`src/rtl/i2cse_defs.svh`:
```
// constants of the two-wire slave engine
`ifndef I2CSE_DEFS_SVH
`define I2CSE_DEFS_SVH
// register indices on the plain register port
`define I2CSE_REG_CTRL    4'h0
`define I2CSE_REG_ADDR    4'h1
`define I2CSE_REG_STATUS  4'h2
`define I2CSE_REG_RXDATA  4'h3
`define I2CSE_REG_TXDATA  4'h4
`define I2CSE_REG_CLEAR   4'h5
// control register bit positions
`define I2CSE_CTRL_EN       0
`define I2CSE_CTRL_ACK      1
`define I2CSE_CTRL_QUAL     2
`define I2CSE_CTRL_RSTIE    3
`define I2CSE_CTRL_STOPIE   4
`define I2CSE_CTRL_STARTIE  5
`define I2CSE_CTRL_RELEASE  6
// status register bit positions
`define I2CSE_ST_START   0
`define I2CSE_ST_ADDR    1
`define I2CSE_ST_DONE    2
`define I2CSE_ST_STOP    3
`define I2CSE_ST_RSTO    4
`define I2CSE_ST_ERR     5
`define I2CSE_ST_ACKREC  6
`define I2CSE_ST_BUSY    7
`define I2CSE_ST_SEL     8
`define I2CSE_ST_WAIT    9
`define I2CSE_ST_RW      10
// reset values and the bit count loaded for each byte
`define I2CSE_CTRL_RST   7'h00
`define I2CSE_ADDR_RST   7'h00
`define I2CSE_BITS_BYTE  4'h8
`endif

```
`src/rtl/i2cse_pkg.sv`:
```
// types of the two-wire slave engine
package i2cse_pkg;
   typedef enum logic [2:0] {
      I2CSE_IDLE  = 3'b000,
      I2CSE_ADDR  = 3'b001,
      I2CSE_RX    = 3'b010,
      I2CSE_TX    = 3'b011,
      I2CSE_ACK   = 3'b100,
      I2CSE_WAIT  = 3'b101,
      I2CSE_SKIP  = 3'b110
   } i2cse_state_t;
endpackage

```
`src/rtl/i2cse_sync_if.sv`:
```
// bundle between the pin synchroniser and the engine
`timescale 1ns/1ns
interface i2cse_sync_if;
   logic scl;
   logic sda;
   logic scl_rise;
   logic scl_fall;
   logic start_det;
   logic stop_det;
   modport src (output scl, sda, scl_rise, scl_fall, start_det, stop_det);
   modport dst (input  scl, sda, scl_rise, scl_fall, start_det, stop_det);
endinterface

```
`src/rtl/i2cse_top.sv`:
```
// slave-only two-wire bus engine with register port
`timescale 1ns/1ns
`include "i2cse_defs.svh"
module i2cse_top (
   // clock, enable and reset
   input  wire logic        clk_sys_i,
   input  wire logic        ce_i,
   input  wire logic        arst_n_i,
   // register port
   input  wire logic [3:0]  reg_addr_i,
   input  wire logic [15:0] reg_wdata_i,
   input  wire logic        reg_wr_i,
   input  wire logic        reg_rd_i,
   output      logic [15:0] reg_rdata_o,
   // bus pins, open drain
   input  wire logic        scl_i,
   output      logic        scl_o,
   output      logic        scl_oe_o,
   input  wire logic        sda_i,
   output      logic        sda_o,
   output      logic        sda_oe_o,
   // interrupt request pulse
   output      logic        irq_o
);
   import i2cse_pkg::*;

   // ----------------------------------------------------------------------
   // reset release and pin conditioning
   // ----------------------------------------------------------------------
   logic [1:0] rst_s_q;
   logic       rst_n;

   // asynchronous assert, synchronous release
   always_ff @(posedge clk_sys_i or negedge arst_n_i) begin
      if (!arst_n_i) begin
         rst_s_q <= 2'h0;
      end else begin
         rst_s_q <= {rst_s_q[0], 1'b1};
      end
   end
   assign rst_n = rst_s_q[1];

   i2cse_sync_if sy ();

   i2cse_pin_sync u_sync (
      .clk_sys_i (clk_sys_i),
      .rst_n_i   (rst_n),
      .ce_i      (ce_i),
      .scl_i     (scl_i),
      .sda_i     (sda_i),
      .bus       (sy.src)
   );

   // ----------------------------------------------------------------------
   // registers
   // ----------------------------------------------------------------------
   logic [6:0]   ctrl_q;
   logic [6:0]   own_addr_q;
   logic [7:0]   tx_data_q;
   logic [7:0]   receive_bits_q;
   logic         start_seen_flag_q;
   logic         addr_match_flag_q;
   logic         byte_done_flag_q;
   logic         stop_seen_flag_q;
   logic         restart_other_flag_q;
   logic         bit_mismatch_flag_q;
   logic         ack_sent_record_q;
   logic         busy_q;
   logic         addressed_flag_q;
   logic         rw_q;
   logic         restart_q;
   i2cse_state_t state_q;
   logic [7:0]   shift_q;
   logic [3:0]   bit_cnt_q;
   logic         sda_drv_q;
   logic         drv_off_q;
   logic         ack_sent_q;
   logic         ack_nak_q;
   logic         wait_pend_q;
   logic         addr_phase_q;

   logic start_irq_enable;
   logic stop_irq_enable;
   logic restart_other_irq_enable;
   logic stop_other_qualifier;
   logic ack_to_send;
   logic wr_ctrl;
   logic wr_clr;
   logic release_wait;
   logic addr_hit;
   logic ev_start;
   logic ev_addr;
   logic ev_done;
   logic ev_stop;
   logic ev_rsto;
   logic ev_err;

   assign start_irq_enable         = ctrl_q[`I2CSE_CTRL_STARTIE];
   assign stop_irq_enable          = ctrl_q[`I2CSE_CTRL_STOPIE];
   assign restart_other_irq_enable = ctrl_q[`I2CSE_CTRL_RSTIE];
   assign stop_other_qualifier     = ctrl_q[`I2CSE_CTRL_QUAL];
   assign ack_to_send              = ctrl_q[`I2CSE_CTRL_ACK];
   assign wr_ctrl                  = reg_wr_i && ce_i && reg_addr_i == `I2CSE_REG_CTRL;
   assign wr_clr                   = reg_wr_i && ce_i && reg_addr_i == `I2CSE_REG_CLEAR;
   // release bit is self-clearing: writing it frees the held clock
   assign release_wait             = wr_ctrl && reg_wdata_i[`I2CSE_CTRL_RELEASE];

   // software-written configuration, one word per register
   always_ff @(posedge clk_sys_i or negedge rst_n) begin
      if (!rst_n) begin
         ctrl_q     <= `I2CSE_CTRL_RST;
         own_addr_q <= `I2CSE_ADDR_RST;
         tx_data_q  <= 8'h00;
      end else if (ce_i && reg_wr_i) begin
         case (reg_addr_i)
            `I2CSE_REG_CTRL:   ctrl_q     <= {1'b0, reg_wdata_i[5:0]};
            `I2CSE_REG_ADDR:   own_addr_q <= reg_wdata_i[6:0];
            `I2CSE_REG_TXDATA: tx_data_q  <= reg_wdata_i[7:0];
            default:           ctrl_q     <= ctrl_q;
         endcase
      end
   end

   // read data one cycle after the strobe; unmapped reads give zero
   always_ff @(posedge clk_sys_i or negedge rst_n) begin
      if (!rst_n) begin
         reg_rdata_o <= 16'h0000;
      end else if (ce_i) begin
         reg_rdata_o <= 16'h0000;
         if (reg_rd_i) begin
            case (reg_addr_i)
               `I2CSE_REG_CTRL:   reg_rdata_o <= {9'h000, ctrl_q};
               `I2CSE_REG_ADDR:   reg_rdata_o <= {9'h000, own_addr_q};
               `I2CSE_REG_RXDATA: reg_rdata_o <= {8'h00, receive_bits_q};
               `I2CSE_REG_TXDATA: reg_rdata_o <= {8'h00, tx_data_q};
               `I2CSE_REG_STATUS: reg_rdata_o <= {5'h00, rw_q, state_q == I2CSE_WAIT, addressed_flag_q,
                                                  busy_q, ack_sent_record_q, bit_mismatch_flag_q,
                                                  restart_other_flag_q, stop_seen_flag_q,
                                                  byte_done_flag_q, addr_match_flag_q, start_seen_flag_q};
               default:           reg_rdata_o <= 16'h0000;
            endcase
         end
      end
   end

   // ----------------------------------------------------------------------
   // bus engine
   // ----------------------------------------------------------------------
   // the address is the first seven bits in; the read/write bit sits below it
   assign addr_hit = ctrl_q[`I2CSE_CTRL_EN] && shift_q[7:1] == own_addr_q;

   // shift, count and state sequencing; slave role only
   always_ff @(posedge clk_sys_i or negedge rst_n) begin
      if (!rst_n) begin
         state_q      <= I2CSE_IDLE;
         shift_q      <= 8'h00;
         bit_cnt_q    <= 4'h0;
         rw_q         <= 1'b0;
         ack_nak_q    <= 1'b1;
         wait_pend_q  <= 1'b0;
         addr_phase_q <= 1'b0;
      end else if (ce_i) begin
         if (sy.start_det) begin
            state_q      <= I2CSE_ADDR;
            bit_cnt_q    <= `I2CSE_BITS_BYTE;
            addr_phase_q <= 1'b1;
         end else if (sy.stop_det) begin
            state_q <= I2CSE_IDLE;
         end else begin
            case (state_q)
               I2CSE_ADDR, I2CSE_RX, I2CSE_TX: begin
                  if (sy.scl_rise) begin
                     shift_q   <= {shift_q[6:0], sy.sda};
                     bit_cnt_q <= bit_cnt_q - 4'h1;
                  end
                  if (sy.scl_fall && bit_cnt_q == 4'h0) begin
                     if (state_q == I2CSE_ADDR && !addr_hit) begin
                        state_q <= I2CSE_SKIP;
                     end else begin
                        state_q <= I2CSE_ACK;
                        if (state_q == I2CSE_ADDR) begin
                           rw_q <= shift_q[0];
                        end
                     end
                  end
               end
               I2CSE_ACK: begin
                  if (sy.scl_rise) begin
                     ack_nak_q <= sy.sda;
                  end
                  if (sy.scl_fall) begin
                     state_q      <= I2CSE_WAIT;
                     wait_pend_q  <= 1'b1;
                     addr_phase_q <= 1'b0;
                  end
               end
               I2CSE_WAIT: begin
                  wait_pend_q <= 1'b0;
                  if (release_wait) begin
                     bit_cnt_q <= `I2CSE_BITS_BYTE;
                     state_q   <= rw_q ? (ack_nak_q ? I2CSE_SKIP : I2CSE_TX) : I2CSE_RX;
                     shift_q   <= tx_data_q;
                  end
               end
               I2CSE_SKIP: begin
                  state_q <= I2CSE_SKIP;
               end
               default: begin
                  state_q <= I2CSE_IDLE;
               end
            endcase
         end
      end
   end

   // data line drive: ack bit on receive, tx bits on transmit
   always_ff @(posedge clk_sys_i or negedge rst_n) begin
      if (!rst_n) begin
         sda_drv_q  <= 1'b0;
         drv_off_q  <= 1'b0;
         ack_sent_q <= 1'b1;
      end else if (ce_i) begin
         if (sy.start_det || sy.stop_det) begin
            sda_drv_q <= 1'b0;
            drv_off_q <= 1'b0;
         end else begin
            if (state_q == I2CSE_TX && sy.scl_rise && sda_drv_q != ~sy.sda && !drv_off_q) begin
               drv_off_q <= 1'b1;
            end else if (drv_off_q && state_q == I2CSE_WAIT && wait_pend_q) begin
               drv_off_q <= 1'b0; // following byte done, driver may return
            end
            if (sy.scl_fall) begin
               if (bit_cnt_q == 4'h0 && (state_q == I2CSE_RX || (state_q == I2CSE_ADDR && addr_hit))) begin
                  sda_drv_q  <= ~ack_to_send;
                  ack_sent_q <= ack_to_send;
               end else if (state_q == I2CSE_TX && bit_cnt_q != 4'h0) begin
                  sda_drv_q <= ~shift_q[7];
               end else begin
                  sda_drv_q <= 1'b0;
               end
            end
            // a released read pushes its first bit out now: no falling edge comes before the master's rise
            if (state_q == I2CSE_WAIT && release_wait) begin
               sda_drv_q <= rw_q && !ack_nak_q && !tx_data_q[7];
            end
         end
      end
   end

   // hold the clock low in the wait state; bit pushed out on release
   assign scl_o    = 1'b0;
   assign scl_oe_o = state_q == I2CSE_WAIT;
   assign sda_o    = 1'b0;
   assign sda_oe_o = sda_drv_q && !drv_off_q;

   // events toward the flags
   assign ev_start = sy.start_det;
   assign ev_addr  = state_q == I2CSE_ACK && sy.scl_fall && addr_phase_q;
   assign ev_done  = state_q == I2CSE_ACK && sy.scl_fall && !addr_phase_q;
   assign ev_stop  = sy.stop_det && stop_irq_enable && !(addressed_flag_q && stop_other_qualifier);
   assign ev_rsto  = restart_q && addressed_flag_q && state_q == I2CSE_ADDR && sy.scl_fall
                     && bit_cnt_q == 4'h0 && !addr_hit && restart_other_irq_enable;
   assign ev_err   = state_q == I2CSE_TX && sy.scl_rise && sda_drv_q == sy.sda && !drv_off_q;

   // sticky flags; a set in the same cycle as a clear wins
   always_ff @(posedge clk_sys_i or negedge rst_n) begin
      if (!rst_n) begin
         start_seen_flag_q    <= 1'b0;
         addr_match_flag_q    <= 1'b0;
         byte_done_flag_q     <= 1'b0;
         stop_seen_flag_q     <= 1'b0;
         restart_other_flag_q <= 1'b0;
         bit_mismatch_flag_q  <= 1'b0;
      end else if (ce_i) begin
         if (wr_clr) begin
            start_seen_flag_q    <= start_seen_flag_q    & ~reg_wdata_i[`I2CSE_ST_START];
            addr_match_flag_q    <= addr_match_flag_q    & ~reg_wdata_i[`I2CSE_ST_ADDR];
            byte_done_flag_q     <= byte_done_flag_q     & ~reg_wdata_i[`I2CSE_ST_DONE];
            stop_seen_flag_q     <= stop_seen_flag_q     & ~reg_wdata_i[`I2CSE_ST_STOP];
            restart_other_flag_q <= restart_other_flag_q & ~reg_wdata_i[`I2CSE_ST_RSTO];
            bit_mismatch_flag_q  <= bit_mismatch_flag_q  & ~reg_wdata_i[`I2CSE_ST_ERR];
         end
         if (ev_start) begin
            start_seen_flag_q <= 1'b1;
         end
         if (ev_addr) begin
            addr_match_flag_q <= 1'b1;
         end
         if (ev_done) begin
            byte_done_flag_q <= 1'b1;
         end
         if (ev_stop) begin
            stop_seen_flag_q <= 1'b1;
            if (addressed_flag_q) begin
               addr_match_flag_q <= 1'b1;
            end
         end
         if (ev_rsto) begin
            restart_other_flag_q <= 1'b1;
         end
         if (ev_err) begin
            bit_mismatch_flag_q <= 1'b1;
         end
      end
   end

   // bus state, selection and captured data
   always_ff @(posedge clk_sys_i or negedge rst_n) begin
      if (!rst_n) begin
         busy_q            <= 1'b0;
         addressed_flag_q  <= 1'b0;
         restart_q         <= 1'b0;
         receive_bits_q    <= 8'h00;
         ack_sent_record_q <= 1'b0;
      end else if (ce_i) begin
         if (sy.start_det) begin
            busy_q    <= 1'b1;
            restart_q <= busy_q;
         end else if (sy.stop_det) begin
            busy_q           <= 1'b0;
            restart_q        <= 1'b0;
            addressed_flag_q <= 1'b0;
         end else if (state_q == I2CSE_ADDR && sy.scl_fall && bit_cnt_q == 4'h0) begin
            addressed_flag_q <= addr_hit;
         end
         if (state_q == I2CSE_ACK && sy.scl_fall) begin
            ack_sent_record_q <= ack_sent_q;
            if (!addr_phase_q && !rw_q) begin
               receive_bits_q <= shift_q;
            end
         end
      end
   end

   // one-cycle interrupt pulse on entry to the wait state or bus events
   assign irq_o = (ev_start && start_irq_enable)
                  || ev_addr || ev_done
                  || ev_stop || ev_rsto;
endmodule

```
`src/rtl/i2cse_pin_sync.sv`:
```
// two-flop pin synchroniser with edge, start and stop detection
`timescale 1ns/1ns
module i2cse_pin_sync (
   // clock and reset
   input  wire logic  clk_sys_i,
   input  wire logic  rst_n_i,
   input  wire logic  ce_i,
   // raw pins
   input  wire logic  scl_i,
   input  wire logic  sda_i,
   // conditioned bus
   i2cse_sync_if.src  bus
);
   logic [1:0] scl_s_q;
   logic [1:0] sda_s_q;
   logic       scl_q;
   logic       sda_q;

   // only the second flop and the held copy feed detection
   always_ff @(posedge clk_sys_i or negedge rst_n_i) begin
      if (!rst_n_i) begin
         scl_s_q <= 2'h3;
         sda_s_q <= 2'h3;
         scl_q   <= 1'b1;
         sda_q   <= 1'b1;
      end else if (ce_i) begin
         scl_s_q <= {scl_s_q[0], scl_i};
         sda_s_q <= {sda_s_q[0], sda_i};
         scl_q   <= scl_s_q[1];
         sda_q   <= sda_s_q[1];
      end
   end

   // start is sda falling while scl high, stop is sda rising while scl high
   assign bus.scl       = scl_q;
   assign bus.sda       = sda_q;
   assign bus.scl_rise  = ce_i & scl_s_q[1] & ~scl_q;
   assign bus.scl_fall  = ce_i & ~scl_s_q[1] & scl_q;
   assign bus.start_det = ce_i & scl_s_q[1] & scl_q & sda_q & ~sda_s_q[1];
   assign bus.stop_det  = ce_i & scl_s_q[1] & scl_q & ~sda_q & sda_s_q[1];
endmodule

```
`config.mk`:
```
export PLATFORM = sky130hd
export DESIGN_NAME = i2cse_top
export DESIGN_NICKNAME = d
export VERILOG_FILES = /design/src/rtl/i2cse_pkg.sv /design/src/rtl/i2cse_sync_if.sv /design/src/rtl/i2cse_top.sv /design/src/rtl/i2cse_pin_sync.sv
export VERILOG_INCLUDE_DIRS = /design/src /design/src/rtl
export SDC_FILE = /design/constraint.sdc
export NUM_CORES = 1
export LEC_CHECK = 0
export CELL_PAD_IN_SITES_DETAIL_PLACEMENT = 1
export CELL_PAD_IN_SITES_GLOBAL_PLACEMENT = 2
export CORE_UTILIZATION = 42
export DETAILED_ROUTE_END_ITERATION = 8
export DONT_BUFFER_PORTS = 1
export HOLD_SLACK_MARGIN = 0.02
export PLACE_DENSITY_LB_ADDON = 0.1
export SLEW_MARGIN = 10
export SYNTH_ARGS = -nofsm -noshare
export SYNTH_HDL_FRONTEND = slang
export SYNTH_SLANG_ARGS = --single-unit
```
`constraint.sdc`:
```
create_clock -name clk_sys_i -period 3 [get_ports clk_sys_i]
set_clock_uncertainty 0.05 [all_clocks]
set_input_delay 0.45 -clock clk_sys_i [delete_from_list [all_inputs] [get_ports clk_sys_i]]
set_output_delay 0.45 -clock clk_sys_i [all_outputs]
set_load 0.1 [all_outputs]
```
; ---- Yosys cells after proc, flatten, opt, wreduce, memory -nomap -nowiden
; Cells that the tools add are included.
[classes]
n_mux = 52
addsub = 1
n_reduce_logical = 90
n_bitwise = 31
n_eq_ne = 23
[ops]
columns = operator, n
row1 = one-hot mux 11 bit (5 select lines), 1
row2 = logical AND 1 bit, 37
row3 = 2-to-1 mux 1 bit, 32
row4 = AND reduction 2 bit, 12
row5 = nonzero test 2 bit, 11
row6 = 2-to-1 mux 3 bit, 7
row7 = 2-to-1 mux 4 bit, 4
row8 = 2-to-1 mux 8 bit, 2
row9 = inverter 1 bit, 16
row10 = one-hot mux 8 bit (2 select lines), 1
row11 = bitwise AND 1 bit, 15
row12 = AND reduction 5 bit, 3
row13 = one-hot mux 3 bit (4 select lines), 1
row14 = AND reduction 4 bit, 3
row15 = 2-to-1 mux 11 bit, 1
row16 = equality test 3 bit (second input constant), 3
row17 = nonzero test 3 bit, 3
row18 = equality test 4 x 2 -> 1 bit (second input constant), 2
row19 = equality test 4 x 3 -> 1 bit (second input constant), 2
row20 = zero test 4 bit, 2
row21 = inequality test 4 bit (second input constant), 2
row22 = one-hot mux 4 bit (2 select lines), 1
row23 = equality test 7 bit, 1
row24 = zero test 1 bit, 7
row25 = other kinds (19), 28
[word_totals]
input_bits = 27
reg_bits = 85
out_inout_bits = 21

; ---- Depth between registers and ports, before layout
[depth]
word_depth = 9
ltp_mapped = 7
mapped_depth_nobuf = 7

; ---- Modules after synthesis
; Synthesis repeated with hierarchy kept, for this count alone.
[unflattened]
cells_unflattened = 372
hier_area_um2 = 4038.9
[by_module_without_submodules]
columns = module, n_inst, area_per_inst_um2, seq_area_each_um2, cells_per_inst
row1 = i2cse_top, 1, 3728.6, 1854.3, 351
row2 = i2cse_pin_sync, 1, 310.3, 157.7, 21

; ---- Worst setup path before layout
; OpenSTA, ideal clock, no wires.
[synth_path]
path_kind = register -> output
from = register bit_cnt_q[0]
to = output irq_o
setup_slack_ps = -1224
stages_incl_launch_ff = 8
required_ps = 2500
arrival_time_ps = 3724
n_path_buf = 0
cell_sequence = dfrtp_1 > inv_1 > ha_1 > or3b_2 > or2_1 > nor2_1 > nand4_1 > o21ai_0
[synth_between]
elab_chain_cells = 5
[synth_lines]
columns = item, line_no
row1 = "start, declared", i2cse_top.sv:74  ; logic [3:0] bit_cnt_q;
row2 = "start signal, assigned", i2cse_top.sv:165  ; bit_cnt_q <= `I2CSE_BITS_BYTE;
row3 = "start signal, assigned", i2cse_top.sv:174  ; bit_cnt_q <= bit_cnt_q - 4'h1;
row4 = "start signal, assigned", i2cse_top.sv:200  ; bit_cnt_q <= `I2CSE_BITS_BYTE;
row5 = zero test 4 bit, i2cse_top.sv:262  ; && bit_cnt_q == 4'h0 && !addr_hit && restart_other_irq_enable;
row6 = logical AND 1 bit (3 in a row), i2cse_top.sv:262
row7 = logical OR 1 bit, i2cse_top.sv:338  ; || ev_stop || ev_rsto;
row8 = "end, declared", i2cse_top.sv:23  ; output logic irq_o
; Every way passes these cells.

; ---- Worst setup path in the final report
; Ends and elaborated chain as after synthesis.

==> results_dict.tcl <==
set metrics [dict create \
    status "completed" \
    startpoint_of_the_most_critical_register_to_register_path "bit_cnt_q[0]" \
    grt_pass1_wl_um 16700 \
    routed_via_density 5.92 \
    wl_per_cell_um 21.4 \
    final-hold-violation-count 0 \
    post-route-drc-count 0 \
    antenna_cells 0 \
    clk_path_buf_depth 2 \
    totalNegativeSetupSlack_ns 0 \
    filler_cell_count 978 \
    max_stage_delay_ns 0.41 \
    crit_family "simple AND/OR/NAND/NOR gates" \
    area_growth_pct 10.8 \
    core_area_mm2 0.00920 \
    cts_tree "built" \
    number_of_storage_elements_in_the_synthesis_netlist 80 \
    p_leak_nw 1.90 \
    die_width_um 99.2 \
    die-height_um 99.2 \
    vias_in_the_first_global_route 3005 \
    critical_path_class "flip-flop to output port" \
    critical_path_startpoint_category "flip-flop" \
    grt_overflow_total 0 \
    core.rowCount 35 \
    ys_async_sr_fraction_pct 100 \
    timing.critical_path.cells "inv_1 > ha_1 > or3b_4 > or2_4 > nor2_4 > nand4_1 > o21ai_2 > buf_12" \
    cp.buffers_inverters 2 \
    fp.dieArea_mm2 0.00984 \
    layout_worst_path_cycle_share_pct 94.1 \
    vdd_drop_max_mv 0.316 \
    synth_area_mm2 0.00397 \
    initial_antenna_violation_count 0 \
    max_slew.worst_pin.slew_ns 1.04 \
    max-slew-margin-rel_pct 30.9 \
    power.density_mw_per_mm2 726 \
    layout-drive-gt1-share_pct 26.8 \
    cts_max_level 3 \
    period_minus_slack_ns 2.82 \
    start_util_pct 43.1 \
    grt_start_max_net_pins 79 \
    yosysWarnings 0 \
    rr_endpoint "state_q[2]" \
    timing.critical_path.depth 8 \
    worst_setup_hold_path_clk_slew_ns 0.09 \
    root_buffer "sky130_fd_sc_hd__clkbuf_8" \
    critPathCapture "irq_o" \
    rsz_0062_raised_after_global_routing "false" \
    report.final.slew_viol_count 0 \
    rr_worst_depth 7 \
    max_cap_violations 0 \
    drt-initial-drc-count 144 \
    critPathCaptureType "output port" \
    cts.sinks 80 \
    final_antenna_net_count 0 \
    synth.yosys.seq_area_share_pct 50.7 \
    final_gp_congestion 0.791 \
    post_route_standard_cell_area_excluding_fillers_mm2 0.00440 \
    post_synth_num_cell_types 58 \
    io-pin-count 48 \
    synth_area_per_cell_um2 11.2 \
    worstSkewPairLatency_ns 0.35 \
    r2r_setup_slack_ns 0.81 \
    num_vias 2863 \
    setup_viol 0 \
    drt_pass1_iterations 4 \
    hpwlAfterDp_um 7500 \
    detailed_place.area_mm2 0.00416 \
    synth_enable_flop_cells 0 \
    number_of_cells_produced_by_synthesis 353 \
    worst_ep_required_time_ns 2.50 \
    setup.worst_path.start "bit_cnt_q[0]" \
    max_freq_mhz 354 \
    cp.arrival_ns 2.32 \
    numPortBuffers 0 \
    critical-path-slowest-cell "sky130_fd_sc_hd__dfrtp_1" \
    timing.critical_path.fanout_max 5 \
    drt_wl_total_um 10400 \
    final_stage_net_count 396 \
    min_path_type "primary input to flip-flop" \
    gr-usage-all-layers_pct 22.7 \
    postSynth.topFlopCell "sky130_fd_sc_hd__dfrtp_1" \
    cts_inserted_buffers 9 \
    cts_setup_buffers 0 \
]
==> synthesized netlist by cell type (2+ instances only) <==
cell | count | share of area (%)
sky130_fd_sc_hd__dfstp_2 | 8 | 5.3
sky130_fd_sc_hd__o21a_1 | 2 | 0.38
sky130_fd_sc_hd__o211ai_1 | 2 | 0.38
sky130_fd_sc_hd__buf_6 | 2 | 0.57
sky130_fd_sc_hd__nand2_1 | 42 | 4.0
sky130_fd_sc_hd__nand3b_1 | 3 | 0.57
sky130_fd_sc_hd__mux2_2 | 37 | 11
sky130_fd_sc_hd__and3_1 | 2 | 0.32
sky130_fd_sc_hd__xnor2_1 | 7 | 1.5
sky130_fd_sc_hd__nor4_4 | 2 | 1.1
sky130_fd_sc_hd__nor4b_1 | 2 | 0.44
sky130_fd_sc_hd__nor3_2 | 2 | 0.50
sky130_fd_sc_hd__nor2b_1 | 5 | 0.79
sky130_fd_sc_hd__buf_4 | 10 | 1.9
sky130_fd_sc_hd__nor2_1 | 20 | 1.9
sky130_fd_sc_hd__a31oi_2 | 2 | 0.63
sky130_fd_sc_hd__a22oi_1 | 6 | 1.1
sky130_fd_sc_hd__nor3_1 | 12 | 1.5
sky130_fd_sc_hd__nand4_1 | 6 | 0.95
sky130_fd_sc_hd__mux2i_1 | 3 | 0.76
sky130_fd_sc_hd__a21o_1 | 6 | 1.1
sky130_fd_sc_hd__dfrtp_1 | 72 | 45
sky130_fd_sc_hd__nand3_1 | 4 | 0.50
sky130_fd_sc_hd__nor3b_1 | 6 | 1.1
sky130_fd_sc_hd__a31oi_1 | 7 | 1.1
sky130_fd_sc_hd__o2bb2ai_1 | 5 | 1.1
sky130_fd_sc_hd__a222oi_1 | 8 | 2.0
sky130_fd_sc_hd__nand2b_1 | 4 | 0.63
sky130_fd_sc_hd__clkbuf_1 | 9 | 0.85
sky130_fd_sc_hd__inv_1 | 7 | 0.66
sky130_fd_sc_hd__a21boi_0 | 5 | 0.95
sky130_fd_sc_hd__a22o_1 | 7 | 1.5
sky130_fd_sc_hd__or3b_2 | 3 | 0.66
sky130_fd_sc_hd__conb_1 | 2 | 0.19
sky130_fd_sc_hd__xor2_1 | 2 | 0.44
sky130_fd_sc_hd__o21ai_0 | 9 | 1.1
==> worst min-delay path by stage <==
stage,startpoint,end,cells past startpoint
final,ce_i,u_sync.bus.scl,1
after global routing,ce_i,u_sync.bus.scl,1
after global placement,arst_n_i,rst_s_q[0],0
after floorplan,arst_n_i,rst_s_q[0],0
after detailed placement,arst_n_i,rst_s_q[0],0
after CTS,ce_i,u_sync.bus.scl,1
==> kinds of logic (layout without fill, tap and decap cells) <==
group / Yosys count / count (layout) / synth area share, %
buffers and inverters: 28 / 42 / 3.97
adders and majority gates: 1 / 1 / 0.315
and+or+nand+nor: 123 / 123 / 17.1
DFF: 80 / 80 / 50.7
muxes: 40 / 40 / 11.3
AOI/OAI and AO/OA: 70 / 70 / 14.4
other: 2 / 8 / 0.189
xor gates and xnor gates: 9 / 9 / 1.99
==> metrics by stage <==
step	power, W	hold WS, ns	cells	setup WS [ns]	util, %
after floorplan	0.00213	0.104	359	0.0448	-
after global routing	0.00338	0.109	484	0.0344	47.8
after CTS	0.00322	0.0934	484	0.0582	47.7
final	0.00319	0.113	484	0.177	47.8
after global placement	0.00231	0.104	467	0.301	45.2
after detailed placement	0.00234	0.104	467	0.285	45.2
==> registers in the layout, indices dropped and copies added, names as in the netlist, 2 cells and up <==
| register | count |
|---|---|
| bit_cnt_q | 4 |
| ctrl_q | 6 |
| own_addr_q | 7 |
| receive_bits_q | 8 |
| reg_rdata_o | 11 |
| rst_s_q | 2 |
| shift_q | 8 |
| state_q | 3 |
| tx_data_q | 8 |
| u_sync.scl_s_q | 2 |
| u_sync.sda_s_q | 2 |
==> worst reg2reg max path, cell delays in order, from the launching register on <==
cell                       delay, ns
sky130_fd_sc_hd__dfrtp_1        0.41
sky130_fd_sc_hd__inv_1          0.07
sky130_fd_sc_hd__ha_1           0.16
sky130_fd_sc_hd__or3b_4         0.41
sky130_fd_sc_hd__or2_4          0.27
sky130_fd_sc_hd__a211oi_2       0.32
sky130_fd_sc_hd__o211ai_1       0.14
sky130_fd_sc_hd__a31o_2         0.26
==> placed cells by master (no fill, tap or decap), drive strengths merged, types with 3 or more instances in the layout <==
master / instances
mux2i: 3
a222oi: 8
nor3: 14
a22o: 7
inv: 7
a21o: 6
nand2b: 5
buf: 18
conb: 8
nor2b: 5
nand4: 6
a22oi: 6
a31oi: 10
nor4b: 3
a21boi: 5
nand2: 42
o2bb2ai: 5
o21ai: 9
nor2: 20
dfrtp: 72
mux2: 37
nand3: 4
nor3b: 6
clkbuf: 11
dfstp: 8
xnor2: 7
or3b: 3
nand3b: 3
nor4: 4
==> repair_timing <==
item                                    CTS  global route
resized for setup                         2             2
pin swaps                                 2             1
endpoints found under the setup margin    1             1
hold endpoints to repair                  2             0
hold buffers                              1             0
==> area by class of cell <==
class	instances	area (um2)	share of cell area, %
well taps	111	139	3.16
flip-flops and latches	80	2020	45.9
clock buffers	11	131	2.99
repair buffers	19	158	3.59
clock inverters	5	81.3	1.85
multi-input cells	251	1840	42.0
inverters	7	26.3	0.598
==> where the power goes <==
group	switching, W	internal, W	leakage [nW]
registers	0.000314	0.00133	1.02
logic	0.000333	0.000341	0.777
clock network	0.000400	0.000470	0.104
==> layer usage <==
metal	vias up	track usage, %	routed length [um]
li1	1315	-	-
met1	1485	32.7	5180
met2	54	35.6	4700
met3	9	3.16	375
met4	0	7.13	116
met5	-	0	0
No activity file was read; power rests on OpenSTA's default activity.
